[config.mk]
export PLATFORM = sky130hd
export DESIGN_NAME = mspc_top
export DESIGN_NICKNAME = d
export VERILOG_FILES = /design/src/mspc_pkg.sv /design/src/mspc_fifo_if.sv /design/src/mspc_fifo.sv /design/src/mspc_top.sv
export SDC_FILE = /design/constraint.sdc
export NUM_CORES = 1
export LEC_CHECK = 0
export BUFFER_PORTS_ARGS = -buffer_cell sky130_fd_sc_hd__buf_2
export CORE_ASPECT_RATIO = 0.75
export CORE_MARGIN = 2
export CORE_UTILIZATION = 61
export CTS_CLUSTER_SIZE = 40
export DETAILED_ROUTE_END_ITERATION = 12
export PLACE_DENSITY = 0.8
export SLEW_MARGIN = 30
export SYNTH_ARGS = -nofsm -noshare
export SYNTH_HDL_FRONTEND = slang
export SYNTH_SLANG_ARGS = --single-unit
[constraint.sdc]
create_clock -name core_clk_in -period 3.6 [get_ports core_clk_in]
set_input_delay 0.72 -clock core_clk_in [delete_from_list [all_inputs] [get_ports core_clk_in]]
set_output_delay 0.72 -clock core_clk_in [all_outputs]
set_load 0.05 [all_outputs]
[src/mspc_pkg.sv]
// Package for the motion sample path configuration block.
// Assumes an 8-bit register port and a single 100 MHz clock.
package mspc_pkg;
    localparam logic [7:0] ADDR_DIVIDER = 8'h19;
    localparam logic [7:0] ADDR_SYNC_FILTER = 8'h1a;
    localparam logic [7:0] ADDR_RATE_SENSOR = 8'h1b;
    localparam logic [7:0] ADDR_STATUS = 8'h1f;
    localparam logic [7:0] RST_DIVIDER = 8'h00;
    localparam logic [7:0] RST_SYNC_FILTER = 8'h00;
    localparam logic [7:0] RST_RATE_SENSOR = 8'h00;
    localparam int STOP_FULL_BIT = 6;
    localparam int SLOT_LSB = 3;
    localparam int LPF_LSB = 0;
    localparam int RANGE_LSB = 3;
    localparam int BYPASS_LSB = 0;
    localparam logic [7:0] SYNC_FILTER_WMASK = 8'h7f;
    localparam logic [7:0] RATE_SENSOR_WMASK = 8'hfb;
    localparam int CLK_HZ = 100_000_000;
    localparam int RATE_32K_HZ = 32_000;
    localparam int RATE_8K_HZ = 8_000;
    localparam int RATE_1K_HZ = 1_000;
    localparam int DIV_32K = CLK_HZ / RATE_32K_HZ;
    localparam int DIV_8K = CLK_HZ / RATE_8K_HZ;
    localparam int DIV_1K = CLK_HZ / RATE_1K_HZ;
    localparam logic [2:0] SLOT_OFF = 3'h0;
    localparam logic [2:0] SLOT_TEMP = 3'h1;
    localparam logic [2:0] SLOT_RATE_X = 3'h2;
    localparam logic [2:0] SLOT_RATE_Y = 3'h3;
    localparam logic [2:0] SLOT_RATE_Z = 3'h4;
    localparam logic [2:0] SLOT_ACC_X = 3'h5;
    localparam logic [2:0] SLOT_ACC_Y = 3'h6;
    localparam logic [2:0] SLOT_ACC_Z = 3'h7;
    localparam logic [3:0] BW_8173 = 4'h0;
    localparam logic [3:0] BW_3281 = 4'h1;
    localparam logic [3:0] BW_250 = 4'h2;
    localparam logic [3:0] BW_176 = 4'h3;
    localparam logic [3:0] BW_92 = 4'h4;
    localparam logic [3:0] BW_41 = 4'h5;
    localparam logic [3:0] BW_20 = 4'h6;
    localparam logic [3:0] BW_10 = 4'h7;
    localparam logic [3:0] BW_5 = 4'h8;
    localparam logic [1:0] RATE_SEL_32K = 2'h0;
    localparam logic [1:0] RATE_SEL_8K = 2'h1;
    localparam logic [1:0] RATE_SEL_1K = 2'h2;
    typedef enum logic [1:0] {
        MSPC_RANGE_250 = 2'b00,
        MSPC_RANGE_500 = 2'b01,
        MSPC_RANGE_1000 = 2'b10,
        MSPC_RANGE_2000 = 2'b11
    } mspc_range_t;
    typedef enum logic [1:0] {
        MSPC_SYNC_IDLE = 2'b00,
        MSPC_SYNC_HELD = 2'b01
    } mspc_sync_t;
endpackage

[src/mspc_fifo_if.sv]
// Interface between the sample path and its sample memory.
// Assumes one clock shared by both ends.
`timescale 1ns/10ps
interface mspc_fifo_if #(parameter int WIDTH = 16, parameter int AW = 4);
    logic wr_en;
    logic [WIDTH-1:0] wr_data;
    logic rd_en;
    logic [WIDTH-1:0] rd_data;
    logic full;
    logic empty;
    logic [AW:0] level;
    modport owner (output wr_en, output wr_data, output rd_en,
        input rd_data, input full, input empty, input level);
    modport mem (input wr_en, input wr_data, input rd_en,
        output rd_data, output full, output empty, output level);
endinterface

[src/mspc_fifo.sv]
// Sample memory with stop-on-full or overwrite-oldest policy.
// Assumes one clock; read data registered, valid the cycle after rd_en.
`timescale 1ns/10ps
module mspc_fifo #(
    parameter int WIDTH = 16,
    parameter int AW = 4
) (
    input wire logic core_clk_in, // Clock
    input wire logic nrst_in, // Async reset, low
    input wire logic clk_en_in, // Freezes state when low
    input wire logic stop_full_in, // 1 discards writes when full
    mspc_fifo_if.mem port // Memory side
);
    localparam int DEPTH = 1 << AW;
    logic [WIDTH-1:0] store [DEPTH];
    logic [AW-1:0] wptr, rptr, next_wptr, next_rptr;
    logic [AW:0] count, next_count;
    logic [WIDTH-1:0] rdata, next_rdata;
    logic do_wr, do_rd, drop_old;

    always_comb begin
        do_rd = port.rd_en && (count != '0);
        drop_old = port.wr_en && !stop_full_in && (count == (AW+1)'(DEPTH)) && !do_rd;
        do_wr = port.wr_en && (count != (AW+1)'(DEPTH) || !stop_full_in || do_rd);
        next_wptr = do_wr ? wptr + 1'b1 : wptr;
        next_rptr = (do_rd || drop_old) ? rptr + 1'b1 : rptr;
        next_count = count;
        if (do_wr && !do_rd && !drop_old) begin
            next_count = count + 1'b1;
        end else if (do_rd && !do_wr) begin
            next_count = count - 1'b1;
        end
        next_rdata = do_rd ? store[rptr] : rdata;
    end

    always_ff @(posedge core_clk_in or negedge nrst_in) begin
        if (!nrst_in) begin
            wptr <= '0;
            rptr <= '0;
            count <= '0;
            rdata <= '0;
        end else if (clk_en_in) begin
            wptr <= next_wptr;
            rptr <= next_rptr;
            count <= next_count;
            rdata <= next_rdata;
        end
    end

    always_ff @(posedge core_clk_in) begin
        if (clk_en_in && do_wr) begin
            store[wptr] <= port.wr_data;
        end
    end

    assign port.rd_data = rdata;
    assign port.full = (count == (AW+1)'(DEPTH));
    assign port.empty = (count == '0);
    assign port.level = count;
endmodule // mspc_fifo

[src/mspc_top.sv]
// Sampling path configuration: sync insertion, filter/rate select, range.
// Assumes sample words arrive synchronous to the clock, one per strobe.
`timescale 1ns/10ps
//////////////////////////////////////////////////////////////////////////
module mspc_top #(
    parameter int AW = 4
) (
    input wire logic core_clk_in, // Clock, 100 MHz
    input wire logic nrst_in, // Async reset, active low
    input wire logic clk_en_in, // Freezes all state when low
    input wire logic [7:0] addr_in, // Register address
    input wire logic [7:0] wdata_in, // Register write data
    input wire logic wr_in, // Write strobe
    input wire logic rd_in, // Read strobe
    input wire logic frame_sync_input, // Frame-sync pin level
    input wire logic [7:0] slot_lsb_in, // Low bytes: temp,gx,gy,gz,ax,ay,az (bit per slot)
    input wire logic [15:0] sample_in, // Sample word to enqueue
    input wire logic fifo_pop_in, // Read one sample from the FIFO
    output logic [7:0] rdata_out, // Register read data
    output logic sample_strobe_out, // Internal sample-rate strobe
    output logic output_strobe_out, // Divided output-rate strobe
    output logic [7:0] slot_lsb_out, // Low-byte bit 0 per slot after insertion
    output logic [3:0] bandwidth_code_out, // Active gyro bandwidth code
    output logic [1:0] rate_code_out, // Active internal rate code
    output logic [1:0] gyro_range_select, // Full-scale code
    output logic [15:0] fifo_data_out, // FIFO read data
    output logic fifo_full_out // FIFO full
);
    logic [7:0] divider, sync_filter, rate_sensor;
    logic [7:0] next_divider, next_sync_filter, next_rate_sensor, next_rdata;
    // Wide enough for the slowest rate, a 100000-cycle period
    logic [16:0] tick_cnt, next_tick_cnt;
    logic [7:0] div_cnt, next_div_cnt;
    logic sync_latched, next_sync_latched, sync_prev, next_sync_prev;
    mspc_pkg::mspc_sync_t sync_state, next_sync_state;
    logic next_sample_strobe, next_output_strobe;
    logic [7:0] next_slot_lsb;
    logic [3:0] next_bw;
    logic [1:0] next_rate;
    logic [2:0] sync_slot_select, lowpass_select;
    logic [1:0] filter_bypass;
    logic [16:0] period;
    logic divided;

    mspc_fifo_if #(.WIDTH(16), .AW(AW)) fifo_bus ();

    function automatic logic [3:0] bw_of(input logic [1:0] byp, input logic [2:0] sel);
        logic [3:0] r;
        r = mspc_pkg::BW_250;
        if (byp[0]) begin
            r = mspc_pkg::BW_8173;
        end else if (byp[1]) begin
            r = mspc_pkg::BW_3281;
        end else begin
            case (sel)
                3'h0: r = mspc_pkg::BW_250;
                3'h1: r = mspc_pkg::BW_176;
                3'h2: r = mspc_pkg::BW_92;
                3'h3: r = mspc_pkg::BW_41;
                3'h4: r = mspc_pkg::BW_20;
                3'h5: r = mspc_pkg::BW_10;
                3'h6: r = mspc_pkg::BW_5;
                default: r = mspc_pkg::BW_3281;
            endcase
        end
        return r;
    endfunction

    function automatic logic [1:0] rate_of(input logic [1:0] byp, input logic [2:0] sel);
        if (byp != 2'b00) begin
            return mspc_pkg::RATE_SEL_32K;
        end else if (sel == 3'h0 || sel == 3'h7) begin
            return mspc_pkg::RATE_SEL_8K;
        end
        return mspc_pkg::RATE_SEL_1K;
    endfunction

    always_comb begin
        sync_slot_select = sync_filter[mspc_pkg::SLOT_LSB +: 3];
        lowpass_select = sync_filter[mspc_pkg::LPF_LSB +: 3];
        filter_bypass = rate_sensor[mspc_pkg::BYPASS_LSB +: 2];
    end

    //////////////////////////////////////////////////////////////////////
    // Register port
    always_comb begin
        next_divider = divider;
        next_sync_filter = sync_filter;
        next_rate_sensor = rate_sensor;
        next_rdata = 8'h00;
        if (wr_in) begin
            case (addr_in)
                mspc_pkg::ADDR_DIVIDER: next_divider = wdata_in;
                // Reserved bits are forced low in case software misbehaves
                mspc_pkg::ADDR_SYNC_FILTER: begin
                    next_sync_filter = wdata_in & mspc_pkg::SYNC_FILTER_WMASK;
                end
                mspc_pkg::ADDR_RATE_SENSOR: begin
                    next_rate_sensor = wdata_in & mspc_pkg::RATE_SENSOR_WMASK;
                end
                default: next_divider = divider;
            endcase
        end
        if (rd_in) begin
            case (addr_in)
                mspc_pkg::ADDR_DIVIDER: next_rdata = divider;
                mspc_pkg::ADDR_SYNC_FILTER: next_rdata = sync_filter;
                mspc_pkg::ADDR_RATE_SENSOR: next_rdata = rate_sensor;
                mspc_pkg::ADDR_STATUS: next_rdata = {fifo_bus.full, fifo_bus.empty,
                    sync_latched, 1'b0, bw_of(filter_bypass, lowpass_select)};
                default: next_rdata = 8'h00;
            endcase
        end
    end

    always_ff @(posedge core_clk_in or negedge nrst_in) begin
        if (!nrst_in) begin
            divider <= mspc_pkg::RST_DIVIDER;
            sync_filter <= mspc_pkg::RST_SYNC_FILTER;
            rate_sensor <= mspc_pkg::RST_RATE_SENSOR;
            rdata_out <= 8'h00;
        end else if (clk_en_in) begin
            divider <= next_divider;
            sync_filter <= next_sync_filter;
            rate_sensor <= next_rate_sensor;
            rdata_out <= next_rdata;
        end
    end

    //////////////////////////////////////////////////////////////////////
    // Rate generation
    always_comb begin
        case (rate_of(filter_bypass, lowpass_select))
            mspc_pkg::RATE_SEL_32K: period = 17'(mspc_pkg::DIV_32K);
            mspc_pkg::RATE_SEL_8K: period = 17'(mspc_pkg::DIV_8K);
            default: period = 17'(mspc_pkg::DIV_1K);
        endcase
        next_sample_strobe = (tick_cnt >= period - 17'h0_0001);
        next_tick_cnt = next_sample_strobe ? 17'h0_0000 : tick_cnt + 17'h0_0001;
        divided = (filter_bypass == 2'b00) && (lowpass_select != 3'h0)
            && (lowpass_select != 3'h7);
        next_div_cnt = div_cnt;
        next_output_strobe = 1'b0;
        if (next_sample_strobe) begin
            if (!divided || div_cnt >= divider) begin
                next_div_cnt = 8'h00;
                next_output_strobe = 1'b1;
            end else begin
                next_div_cnt = div_cnt + 8'h01;
            end
        end
        next_bw = bw_of(filter_bypass, lowpass_select);
        next_rate = rate_of(filter_bypass, lowpass_select);
    end

    always_ff @(posedge core_clk_in or negedge nrst_in) begin
        if (!nrst_in) begin
            tick_cnt <= 17'h0_0000;
            div_cnt <= 8'h00;
            sample_strobe_out <= 1'b0;
            output_strobe_out <= 1'b0;
            bandwidth_code_out <= mspc_pkg::BW_250;
            rate_code_out <= mspc_pkg::RATE_SEL_8K;
            gyro_range_select <= mspc_pkg::MSPC_RANGE_250;
        end else if (clk_en_in) begin
            tick_cnt <= next_tick_cnt;
            div_cnt <= next_div_cnt;
            sample_strobe_out <= next_sample_strobe;
            output_strobe_out <= next_output_strobe;
            bandwidth_code_out <= next_bw;
            rate_code_out <= next_rate;
            gyro_range_select <= rate_sensor[mspc_pkg::RANGE_LSB +: 2];
        end
    end

    //////////////////////////////////////////////////////////////////////
    // Frame-sync latch and insertion
    always_comb begin
        next_sync_prev = frame_sync_input;
        next_sync_latched = sync_latched;
        next_sync_state = sync_state;
        next_slot_lsb = slot_lsb_in;
        case (sync_state)
            mspc_pkg::MSPC_SYNC_IDLE: begin
                if (frame_sync_input != sync_prev) begin
                    next_sync_latched = !sync_latched;
                    next_sync_state = mspc_pkg::MSPC_SYNC_HELD;
                end
            end
            mspc_pkg::MSPC_SYNC_HELD: begin
                // No further flip until captured; short pulses are not lost
                if (next_sample_strobe) begin
                    next_sync_state = mspc_pkg::MSPC_SYNC_IDLE;
                end
            end
            default: next_sync_state = mspc_pkg::MSPC_SYNC_IDLE;
        endcase
        if (next_sample_strobe && sync_slot_select != mspc_pkg::SLOT_OFF) begin
            // Slot 5 is accel X, between gyro Z and accel Y
            next_slot_lsb[3'(sync_slot_select - 3'h1)] = sync_latched;
        end
    end

    always_ff @(posedge core_clk_in or negedge nrst_in) begin
        if (!nrst_in) begin
            sync_prev <= 1'b0;
            sync_latched <= 1'b0;
            sync_state <= mspc_pkg::MSPC_SYNC_IDLE;
            slot_lsb_out <= 8'h00;
        end else if (clk_en_in) begin
            sync_prev <= next_sync_prev;
            sync_latched <= next_sync_latched;
            sync_state <= next_sync_state;
            slot_lsb_out <= next_slot_lsb;
        end
    end

    //////////////////////////////////////////////////////////////////////
    // Sample FIFO
    assign fifo_bus.wr_en = sample_strobe_out;
    assign fifo_bus.wr_data = sample_in;
    assign fifo_bus.rd_en = fifo_pop_in;

    mspc_fifo #(.WIDTH(16), .AW(AW)) u_fifo (
        .core_clk_in(core_clk_in),
        .nrst_in(nrst_in),
        .clk_en_in(clk_en_in),
        .stop_full_in(sync_filter[mspc_pkg::STOP_FULL_BIT]),
        .port(fifo_bus.mem)
    );

    always_ff @(posedge core_clk_in or negedge nrst_in) begin
        if (!nrst_in) begin
            fifo_data_out <= 16'h0000;
            fifo_full_out <= 1'b0;
        end else if (clk_en_in) begin
            fifo_data_out <= fifo_bus.rd_data;
            fifo_full_out <= fifo_bus.full;
        end
    end
endmodule // mspc_top

-- Word-level counts from Yosys, hierarchy flattened
Memory sizes are Yosys's and may differ from the RTL's. A register that Yosys moved wholly into a read port is not among the register bits.
Cells that the tools add are included.
- register bits after elaboration: 107
- bits in latches: 0
- RAM bits: 256
- bits in read-only memories: 0
- output and inout port bits: 43
- word-level logic and storage cells: 123
- memories: 1
- $add $sub $neg: 8
- $mul: 0
- divide/modulo/power cells: 0
- magnitude comparators: 4
- equality and inequality tests: 19
- shift-type cells: 0
- muxes and demuxes: 26
- bitwise logic cells: 0
- reductions and logical operators: 45
- memory list (name ; depth ; width ; read ports ; clocked after memory_dff ; wr ports ; line ; source):
    u_fifo.store ; 16 ; 16 ; 1 ; 1 ; 1 ; mspc_fifo.sv:15 ; logic [WIDTH-1:0] store [DEPTH];
- operator list (cell ; number):
    case mux 17 bit (2 select lines) ; 1
    equality test 8 x 5 -> 1 bit (second input constant) ; 4
    case mux 8 bit (4 select lines) ; 1
    case mux 4 bit (7 select lines) ; 1
    2-to-1 mux 8 bit ; 3
    adder 17 x 1 -> 17 bit (second input constant) ; 1
    >= comparator 17 bit ; 1
    2-to-1 mux 17 bit ; 1
    subtractor 17 x 1 -> 17 bit (second input constant) ; 1
    AND reduction 3 bit ; 5
    logical AND 1 bit ; 13
    equality test 3 bit (second input constant) ; 4
    2-to-1 mux 2 bit ; 5
    2-to-1 mux 5 bit ; 2
    AND reduction 2 bit ; 5
    adder 4 x 1 -> 4 bit (second input constant) ; 2
    adder 8 x 1 -> 8 bit (second input constant) ; 1
    bitwise mux 8 bit ; 1
    >= comparator 8 bit ; 1
    2-to-1 mux 4 bit ; 2
    zero test 1 bit ; 7
    2-to-1 mux 1 bit ; 7
    equality test 3 x 2 -> 1 bit (second input constant) ; 2
    zero test 2 bit ; 3
    other kinds (20) ; 28

-- Logic depth before layout (Yosys ltp)
Gate-level depths: netlist of the first run.
- depth in word-level cells: 11
- gate-level depth with buffers: 14
- depth with buffers taken out: 11

-- Cells and area by module
A second synthesis of the first run with hierarchy kept.
- cells, all modules: 1012
- area total of the unflattened synthesis: 16194.3 um^2
- by module, submodules not included (module ; times used ; cells each ; area each (um^2) ; sequential area each (um^2)):
    mspc_fifo ; 1 ; 527 ; 11172.0 ; 8413.1
    mspc_top ; 1 ; 485 ; 5022.3 ; 2329.7

-- Least setup slack after synthesis of the first run
Ideal clock, no wire load.
- path type: input-to-reg
- start: in clk_en_in
- end: mem u_fifo.store[4][0], enable pin
- data arrival time: 2.562 ns
- required time: 3.191 ns
- path slack: 0.629 ns
- cell stages on the path: 5
- buffers on the path: 2
- cells stage by stage: buf_2 -> o311a_1 -> clkbuf_1 -> nand2_1 -> nor3_1
- word-level cells in the longest chain between the ends: 3
- RTL lines (item ; line ; source):
    start, declared ; mspc_top.sv:10 ; input wire logic clk_en_in,
    logical AND 1 bit ; mspc_fifo.sv:51 ; if (clk_en_in && do_wr) begin
    2-to-1 mux 1 bit ; mspc_fifo.sv:51 ;
    2-to-1 mux 1 bit (implied by the code) ; mspc_fifo.sv:52 ; store[wptr] <= port.wr_data;
    end, declared ; mspc_fifo.sv:15 ;
No other way between the ends.

-- Worst setup path in the final report of the first run
- start: reg sync_filter[2]
- end: reg tick_cnt[3]
- word-level cells in the longest chain between the ends: 10
- elaborated cells between the ends (all ways): 12
- those cells by class: add/sub: 1; order compare: 1; eq/ne: 2; mux: 5; reduce/logical: 3
- RTL lines (item ; line ; source):
    start, declared ; mspc_top.sv:29 ; logic [7:0] divider, sync_filter, rate_sensor;
    start signal, assigned ; mspc_top.sv:119 ; sync_filter <= mspc_pkg::RST_SYNC_FILTER;
    start signal, assigned ; mspc_top.sv:124 ; sync_filter <= next_sync_filter;
    equality test 3 bit or zero test 3 bit (tied branches) ; - ;
    logical OR 1 bit (*) ; - ;
    2-to-1 mux 1 bit (*) (2 in series) ; - ;
    2-to-1 mux 2 bit (*) ; - ;
    via next_rate[0] ; mspc_top.sv:39 ; logic [1:0] next_rate;
    equality test 2 x 1 -> 1 bit or zero test 2 bit (tied branches) ; mspc_top.sv:133 ; case (rate_of(filter_bypass, lowpass_select))
    case mux 17 bit (2 select lines) (*) ; mspc_top.sv:133 ;
    subtractor 17 x 1 -> 17 bit (*) ; mspc_top.sv:138 ; next_sample_strobe = (tick_cnt >= period - 17'h0_0001);
    >= comparator 17 bit (*) ; mspc_top.sv:138 ;
    2-to-1 mux 17 bit (*) ; mspc_top.sv:139 ; next_tick_cnt = next_sample_strobe ? 17'h0_0000 : tick_cnt + 17'h0_0001;
    end signal, assigned ; mspc_top.sv:166 ; tick_cnt <= next_tick_cnt;
    end, declared ; mspc_top.sv:32 ; logic [16:0] tick_cnt, next_tick_cnt;
The timed path passes the listed nets; every way through them passes the cells marked *.
A chain may end at the register's enable or synchronous reset.

==> results of run 1 <==
==> power groups by stage <==
stage	Combinational (mW)	Sequential [mW]	Clock, mW
5_1_grt	3.30	5.52	3.96
3_3_place_gp	3.01	5.52	0
6_report	3.07	5.47	3.74
4_1_cts	3.12	5.46	3.80
2_1_floorplan	2.07	5.73	0
3_5_place_dp	3.09	5.54	0
==> critical path, cell delays in order, from the launching register on <==
cell and delay, ps:
dfrtp_1 460, or3_1 410, nand2_1 110, nand2_1 140
inv_1 150, ha_1 260, a211oi_1 220, o22ai_1 120
o211ai_1 350, and2_1 270, buf_4 240, nand2_2 110
o31ai_1 260
==> metal layers <==
metal / share of wire (%) / vias to the layer above / track usage [%]
li1: - / 3914 / -
met1: 44 / 4667 / 39.9
met2: 47 / 366 / 40.1
met3: 7.1 / 44 / 4.42
met4: 1.4 / 0 / 5.47
met5: 0 / - / 0
==> registers in the layout, indices dropped and copies added (netlist names) <==
signal and cells:
slot_lsb_out 8, bandwidth_code_out 4, u_fifo.rptr 4, div_cnt 8, u_fifo.store 256, divider 8, sync_latched 1, sample_strobe_out 1
u_fifo.wptr 4, fifo_data_out 16, fifo_full_out 1, u_fifo.port.level 5, output_strobe_out 1, sync_prev 1, gyro_range_select 2, sync_filter 7
rdata_out 8, tick_cnt 17, rate_sensor 7, sync_state 1, rate_code_out 2, u_fifo.port.rd_data 16
==> stage by stage <==
stage	std cells	setup slack (ps)	hold slack (ps)	util, %
2_1_floorplan	935	629	424	-
3_3_place_gp	1362	523	460	65.5
3_5_place_dp	1362	443	466	65.5
4_1_cts	1428	422	330	70.0
5_1_grt	1428	119	347	70.0
6_report	1428	389	269	70.0
==> final timing paths <==
path / to / startpoint / slack, ps
setup / recovery: tick_cnt[3]$_DFFE_PN0P_ / sync_filter[2]$_DFFE_PN0P_ / 390
min in group core_clk_in: divider[5]$_DFFE_PN0P_ / wdata_in[5] / 450
hold reg to reg: rdata_out[2]$_DFFE_PN0P_ / rdata_out[2]$_DFFE_PN0P_ / 480
hold / removal: sample_strobe_out$_DFFE_PN0P_ / nrst_in / 270
setup reg to reg: tick_cnt[3]$_DFFE_PN0P_ / sync_filter[2]$_DFFE_PN0P_ / 390
max in group asynchronous: rate_code_out[0]$_DFFE_PN1P_ / nrst_in / 2630
==> synthesized netlist by cell type (all sizes together), types with 8 or more instances <==
cell type / count / area share, %
o311ai: 8 / 0.44
nor2b: 9 / 0.36
a22o: 10 / 0.55
nand3: 21 / 0.66
nor3: 10 / 0.35
mux4: 80 / 11
o21ai: 33 / 1.0
nor2: 29 / 0.69
nand2: 55 / 1.3
and3: 12 / 0.47
ha: 37 / 2.9
inv: 25 / 0.59
a21oi: 17 / 0.54
xnor2: 13 / 0.72
clkbuf: 21 / 0.50
xor2: 11 / 0.61
edfxtp: 256 / 48
and2: 11 / 0.43
nand4: 8 / 0.32
mux2: 55 / 3.9
or4: 9 / 0.43
o2bb2ai: 10 / 0.55
buf: 21 / 0.84
dfrtp: 120 / 19
==> layout make-up <==
cell class,instances,area [sq um]
clock buffer,52,1010
clock inverter,14,156
fill,1684,7720
inverter,25,93.8
multi-input combinational,490,4840
sequential,378,10700
tap,344,430
timing repair buffer,125,774
==> logic make-up after synthesis <==
family,after synthesis,synth area share (%)
flops,378,67.8
simple gates,181,5.82
mux,136,15.3
compound gates,107,4.66
buf+inv,67,1.93
fa+ha+maj,39,3.11
xor+xnor,24,1.33
other cells,2,0.0474
==> summary.md, run 1 <==
| Metric | Value |
|---|---|
| Clk Tree Root Cell | clkbuf_16 |
| Final Setup Violations | 0 |
| CTS tree | built |
| Setup TNS | 0 ps |
| Die Span Y | 144 um |
| Hold-fix buffers, CTS | 0 |
| Leakage power | 6.85 nW |
| Max Slew Vio Count | 0 |
| Reg power frac | 44.5% |
| GPL Wtd Cong | 0.886 |
| Setup crit start kind | register |
| Worst EP arrival | 3620 ps |
| Final hold violation count | 0 |
| Clk pwr share | 30.5% |
| Post-synth EDFFs | 256 |
| Worst vdd ir | 0.540 mV |
| Sw power | 3.55 mW |
| Placed inst area | 0.0169 sq mm |
| Final period util | 89.2% |
| Antenna-violating nets left | 0 |
| Post-Syn Area | 0.0159 sq mm |
| Clock Latency Late Sink | 520 ps |
| Max Clock Freq | 0.311 GHz |
| Routed length per placed instance | 24.1 um |
| Final HPWL DP | 21700 um |
| Syn avg cell area | 17.0 sq um |
| Top FF cell, synth | edfxtp_1 |
| CP Class | register to register |
| Die area | 0.0273 sq mm |
| Max Root-Sink Buffers | 3 |
| Number of antenna diodes | 0 |
| Slew margin rel. | 45.0% |
| #FFs+latches synth | 378 |
| FF-to-FF path depth | 12 |
| Syn. warnings | 0 |
| Port buffer count | 89 |
| Fin area | 0.0181 sq mm |
| Total track usage | 26.0% |
| Clock transition at the registers of the reported paths | 60 ps |
| Switching share of power | 28.9% |
| First-pass GRT wire length | 52500 um |
| Area Growth Syn to Fin | 13.9% |
| Initial antenna violation count | 0 |
| Commonest cells after routing, fill and taps aside | edfxtp_1 (256), dfrtp_1 (117), buf_2 (88) |
| Outcome | finished clean |
| Least-Margin Pin Slew | 821 ps |
| CTS sink count | 378 |
| Combinational Power Share | 25.0% |
| Core Region | 0.0258 sq mm |
| TritonCTS Buffers | 36 |
| Post-CTS sizing | 0 |
| PD cells | 680 mW/mm^2 |
| Rows | 51 |
| I/O pins | 90 |
| Drt via density | 6.30 |
| Drc violations | 0 |
| Drt initial violations | 987 |
| Internal Power | 8.74 mW |
| Register area share after synthesis | 67.8% |
| CP endpoint kind | register |
| Cells after Synth | 934 |
| Min-delay worst type | input port to async pin |
| Asr flop ratio synth | 32.3% |
| Vias | 8991 |
| Nets | 1141 |
| Largest net degree at the start of global routing | 93 |
| Die width | 190 um |
| GR Overflow Total | 0 |
| Setup bufs post-CTS | 0 |
| Number of global-route vias before repair | 8855 |
| Crit path required time | 4010 ps |
| Worst-path fanout max | 18 |
| Final Total Pwr | 12.3 mW |
| H-Tree Depth | 2 |
| Layout cells sized above 1 | 29.9% |
| Final min period | 3210 ps |
| Synth unique cells | 57 |
| Number of max-cap violations | 0 |
| Initial cell density of the core | 61.5% |
| DRT Pass-1 Iters | 7 |
| Commonest non-fill, non-tap cell in the layout | edfxtp_1 |
| Routed WL | 34400 um |
| RSZ-0062 raised after global routing | false |
| Clk_skew | 16.9 ps |
Note: power is estimated with default switching activity, not from simulation.
==> run 2: changes to the inputs <==
--- a/config.mk
+++ b/config.mk
@@ -5,7 +5,7 @@
 export SDC_FILE = /design/constraint.sdc
 export NUM_CORES = 1
 export LEC_CHECK = 0
-export BUFFER_PORTS_ARGS = -buffer_cell sky130_fd_sc_hd__buf_2
+export BUFFER_PORTS_ARGS = -buffer_cell sky130_fd_sc_hd__buf_4
 export CORE_ASPECT_RATIO = 0.75
 export CORE_MARGIN = 2
 export CORE_UTILIZATION = 61
==> summary.md, run 2 (synthesis results as in run 1) <==
| Metric | Value |
|---|---|
| Outcome | finished clean |
| PD cells | 685 mW/mm^2 |
| Drt via density | 6.36 |
| Final min period | 3270 ps |
| Largest registers | u_fifo.store (256), tick_cnt (17) |
| Die area | 0.0273 sq mm |
| Routed WL | 35500 um |
| RSZ-0062 raised after global routing | false |
| CTS tree | built |
| Register area | 0.0107 sq mm |
| Final Util | 71.2% |
| Worst EP arrival | 3660 ps |
| Commonest cells after routing, fill and taps aside | edfxtp_1 (256), buf_4 (125), dfrtp_1 (117) |
| Vias | 9100 |
| H-Tree Depth | 2 |
| Number of antenna diodes | 0 |
| Nets | 1145 |
| Final HPWL DP | 22200 um |
| Max Root-Sink Buffers | 3 |
| Final hold violation count | 0 |
| Max reg flops | 256 |
| Number of global-route vias before repair | 8917 |
| Slew margin rel. | 48.9% |
| Setup crit start kind | register |
| Max Slew Vio Count | 0 |
| Initial cell density of the core | 61.5% |
| GPL Wtd Cong | 0.922 |
| Area Growth Syn to Fin | 15.7% |
| Final Setup Violations | 0 |
| Leakage power | 6.94 nW |
| Worst-path fanout max | 7 |
| Setup TNS | 0 ps |
| Port buffer count | 89 |
| First-pass GRT wire length | 53800 um |
| Number of max-cap violations | 0 |
| Commonest non-fill, non-tap cell in the layout | edfxtp_1 |
| TritonCTS Buffers | 36 |
| Layout cells sized above 1 | 30.5% |
| Post-CTS sizing | 0 |
| Min-delay worst type | input port to async pin |
| CP Class | register to register |
| Crit path required time | 3980 ps |
| Top reg by flops | u_fifo.store |
| Final period util | 90.9% |
| Clock Latency Late Sink | 510 ps |
| I/O pins | 90 |
| Clk_skew | 14.2 ps |
| GR Overflow Total | 0 |
| Initial antenna violation count | 0 |
| Worst vdd ir | 0.480 mV |
| FILL cells | 1599 |
| Clock transition at the registers of the reported paths | 60 ps |
| Setup bufs post-CTS | 0 |
| Die Span Y | 144 um |
| Max Clock Freq | 0.306 GHz |
| Drc violations | 0 |
| Core Region | 0.0258 sq mm |
| CTS sink count | 378 |
| Hold-fix buffers, CTS | 0 |
| Largest net degree at the start of global routing | 77 |
| Total track usage | 26.9% |
| DRT Pass-1 Iters | 5 |
| Antenna-violating nets left | 0 |
| Multi-input gate area | 0.00484 sq mm |
| Routed length per placed instance | 24.8 um |
| Drt initial violations | 1006 |
| Rows | 51 |
| CP endpoint kind | register |
| Least-Margin Pin Slew | 763 ps |
| Clk Tree Root Cell | clkbuf_16 |
| Die width | 190 um |
run 2: cell count changes in the layout (fill, tap and decap cells not counted), moves of 2 or more:
cell | before | now
buf_4 | 32 | 125
buf_2 | 88 | 0
clkbuf_1 | 12 | 4
clkinvlp_4 | 1 | 6
and2_1 | 7 | 11
and2_2 | 4 | 0
bufinv_16 | 3 | 5
clkinv_2 | 5 | 7
inv_6 | 2 | 0
run 2: area by class of cell:
class | count | share of cell area [%]
clock buffers | 44 | 5.35
clock inverters | 20 | 1.32
inverters | 25 | 0.512
multi-input cells | 490 | 26.4
flip-flops and latches | 378 | 58.6
well taps | 344 | 2.35
repair buffers | 129 | 5.50
run 2: stage by stage:
stage	cell area, sq um	hold WS (ps)	std cells	setup slack [ps]	power, mW
global route	18300	310	1430	125	13.0
global placement	17100	470	1366	550	8.62
detailed placement	17100	471	1366	451	8.70
CTS	18300	275	1430	429	12.6
finish	18300	264	1430	327	12.6
floorplan	15900	424	935	629	7.80
run 2: critical path, stage by stage, from the launching register on:
cell and delay (ps):
dfrtp_1 460, or3_1 420, nand2_1 110, nand2_1 130
ha_1 320, a211oi_1 300, o22ai_1 130, o211ai_1 380
and2_1 390, nand2_2 160, o31ai_1 340
run 2: final timing paths:
path / start / end / slack (ps) / cells past startpoint
setup reg to reg: sync_filter[2]$_DFFE_PN0P_ / tick_cnt[3]$_DFFE_PN0P_ / 330 / 10
min in group core_clk_in: wdata_in[1] / divider[1]$_DFFE_PN0P_ / 440 / 3
setup / recovery: sync_filter[2]$_DFFE_PN0P_ / tick_cnt[3]$_DFFE_PN0P_ / 330 / 10
max in group asynchronous: nrst_in / bandwidth_code_out[1]$_DFFE_PN1P_ / 2560 / 2
hold / removal: nrst_in / tick_cnt[9]$_DFFE_PN0P_ / 260 / 1
hold reg to reg: slot_lsb_out[5]$_DFFE_PN0P_ / slot_lsb_out[5]$_DFFE_PN0P_ / 490 / 2
run 2: per-layer routing:
metal | wire length [um] | global-route usage (%)
met5 | 0 | 0
met4 | 726 | 6.12
met3 | 2760 | 4.86
met2 | 16200 | 40.1
met1 | 15800 | 42.2
run 2: power by group:
group          total (mW)  switching (mW)  internal [mW]  leakage [nW]
logic                3.09            1.53           1.56          2.54
registers            5.56           0.490           5.08          3.81
clock network        3.91            1.60           2.31         0.587
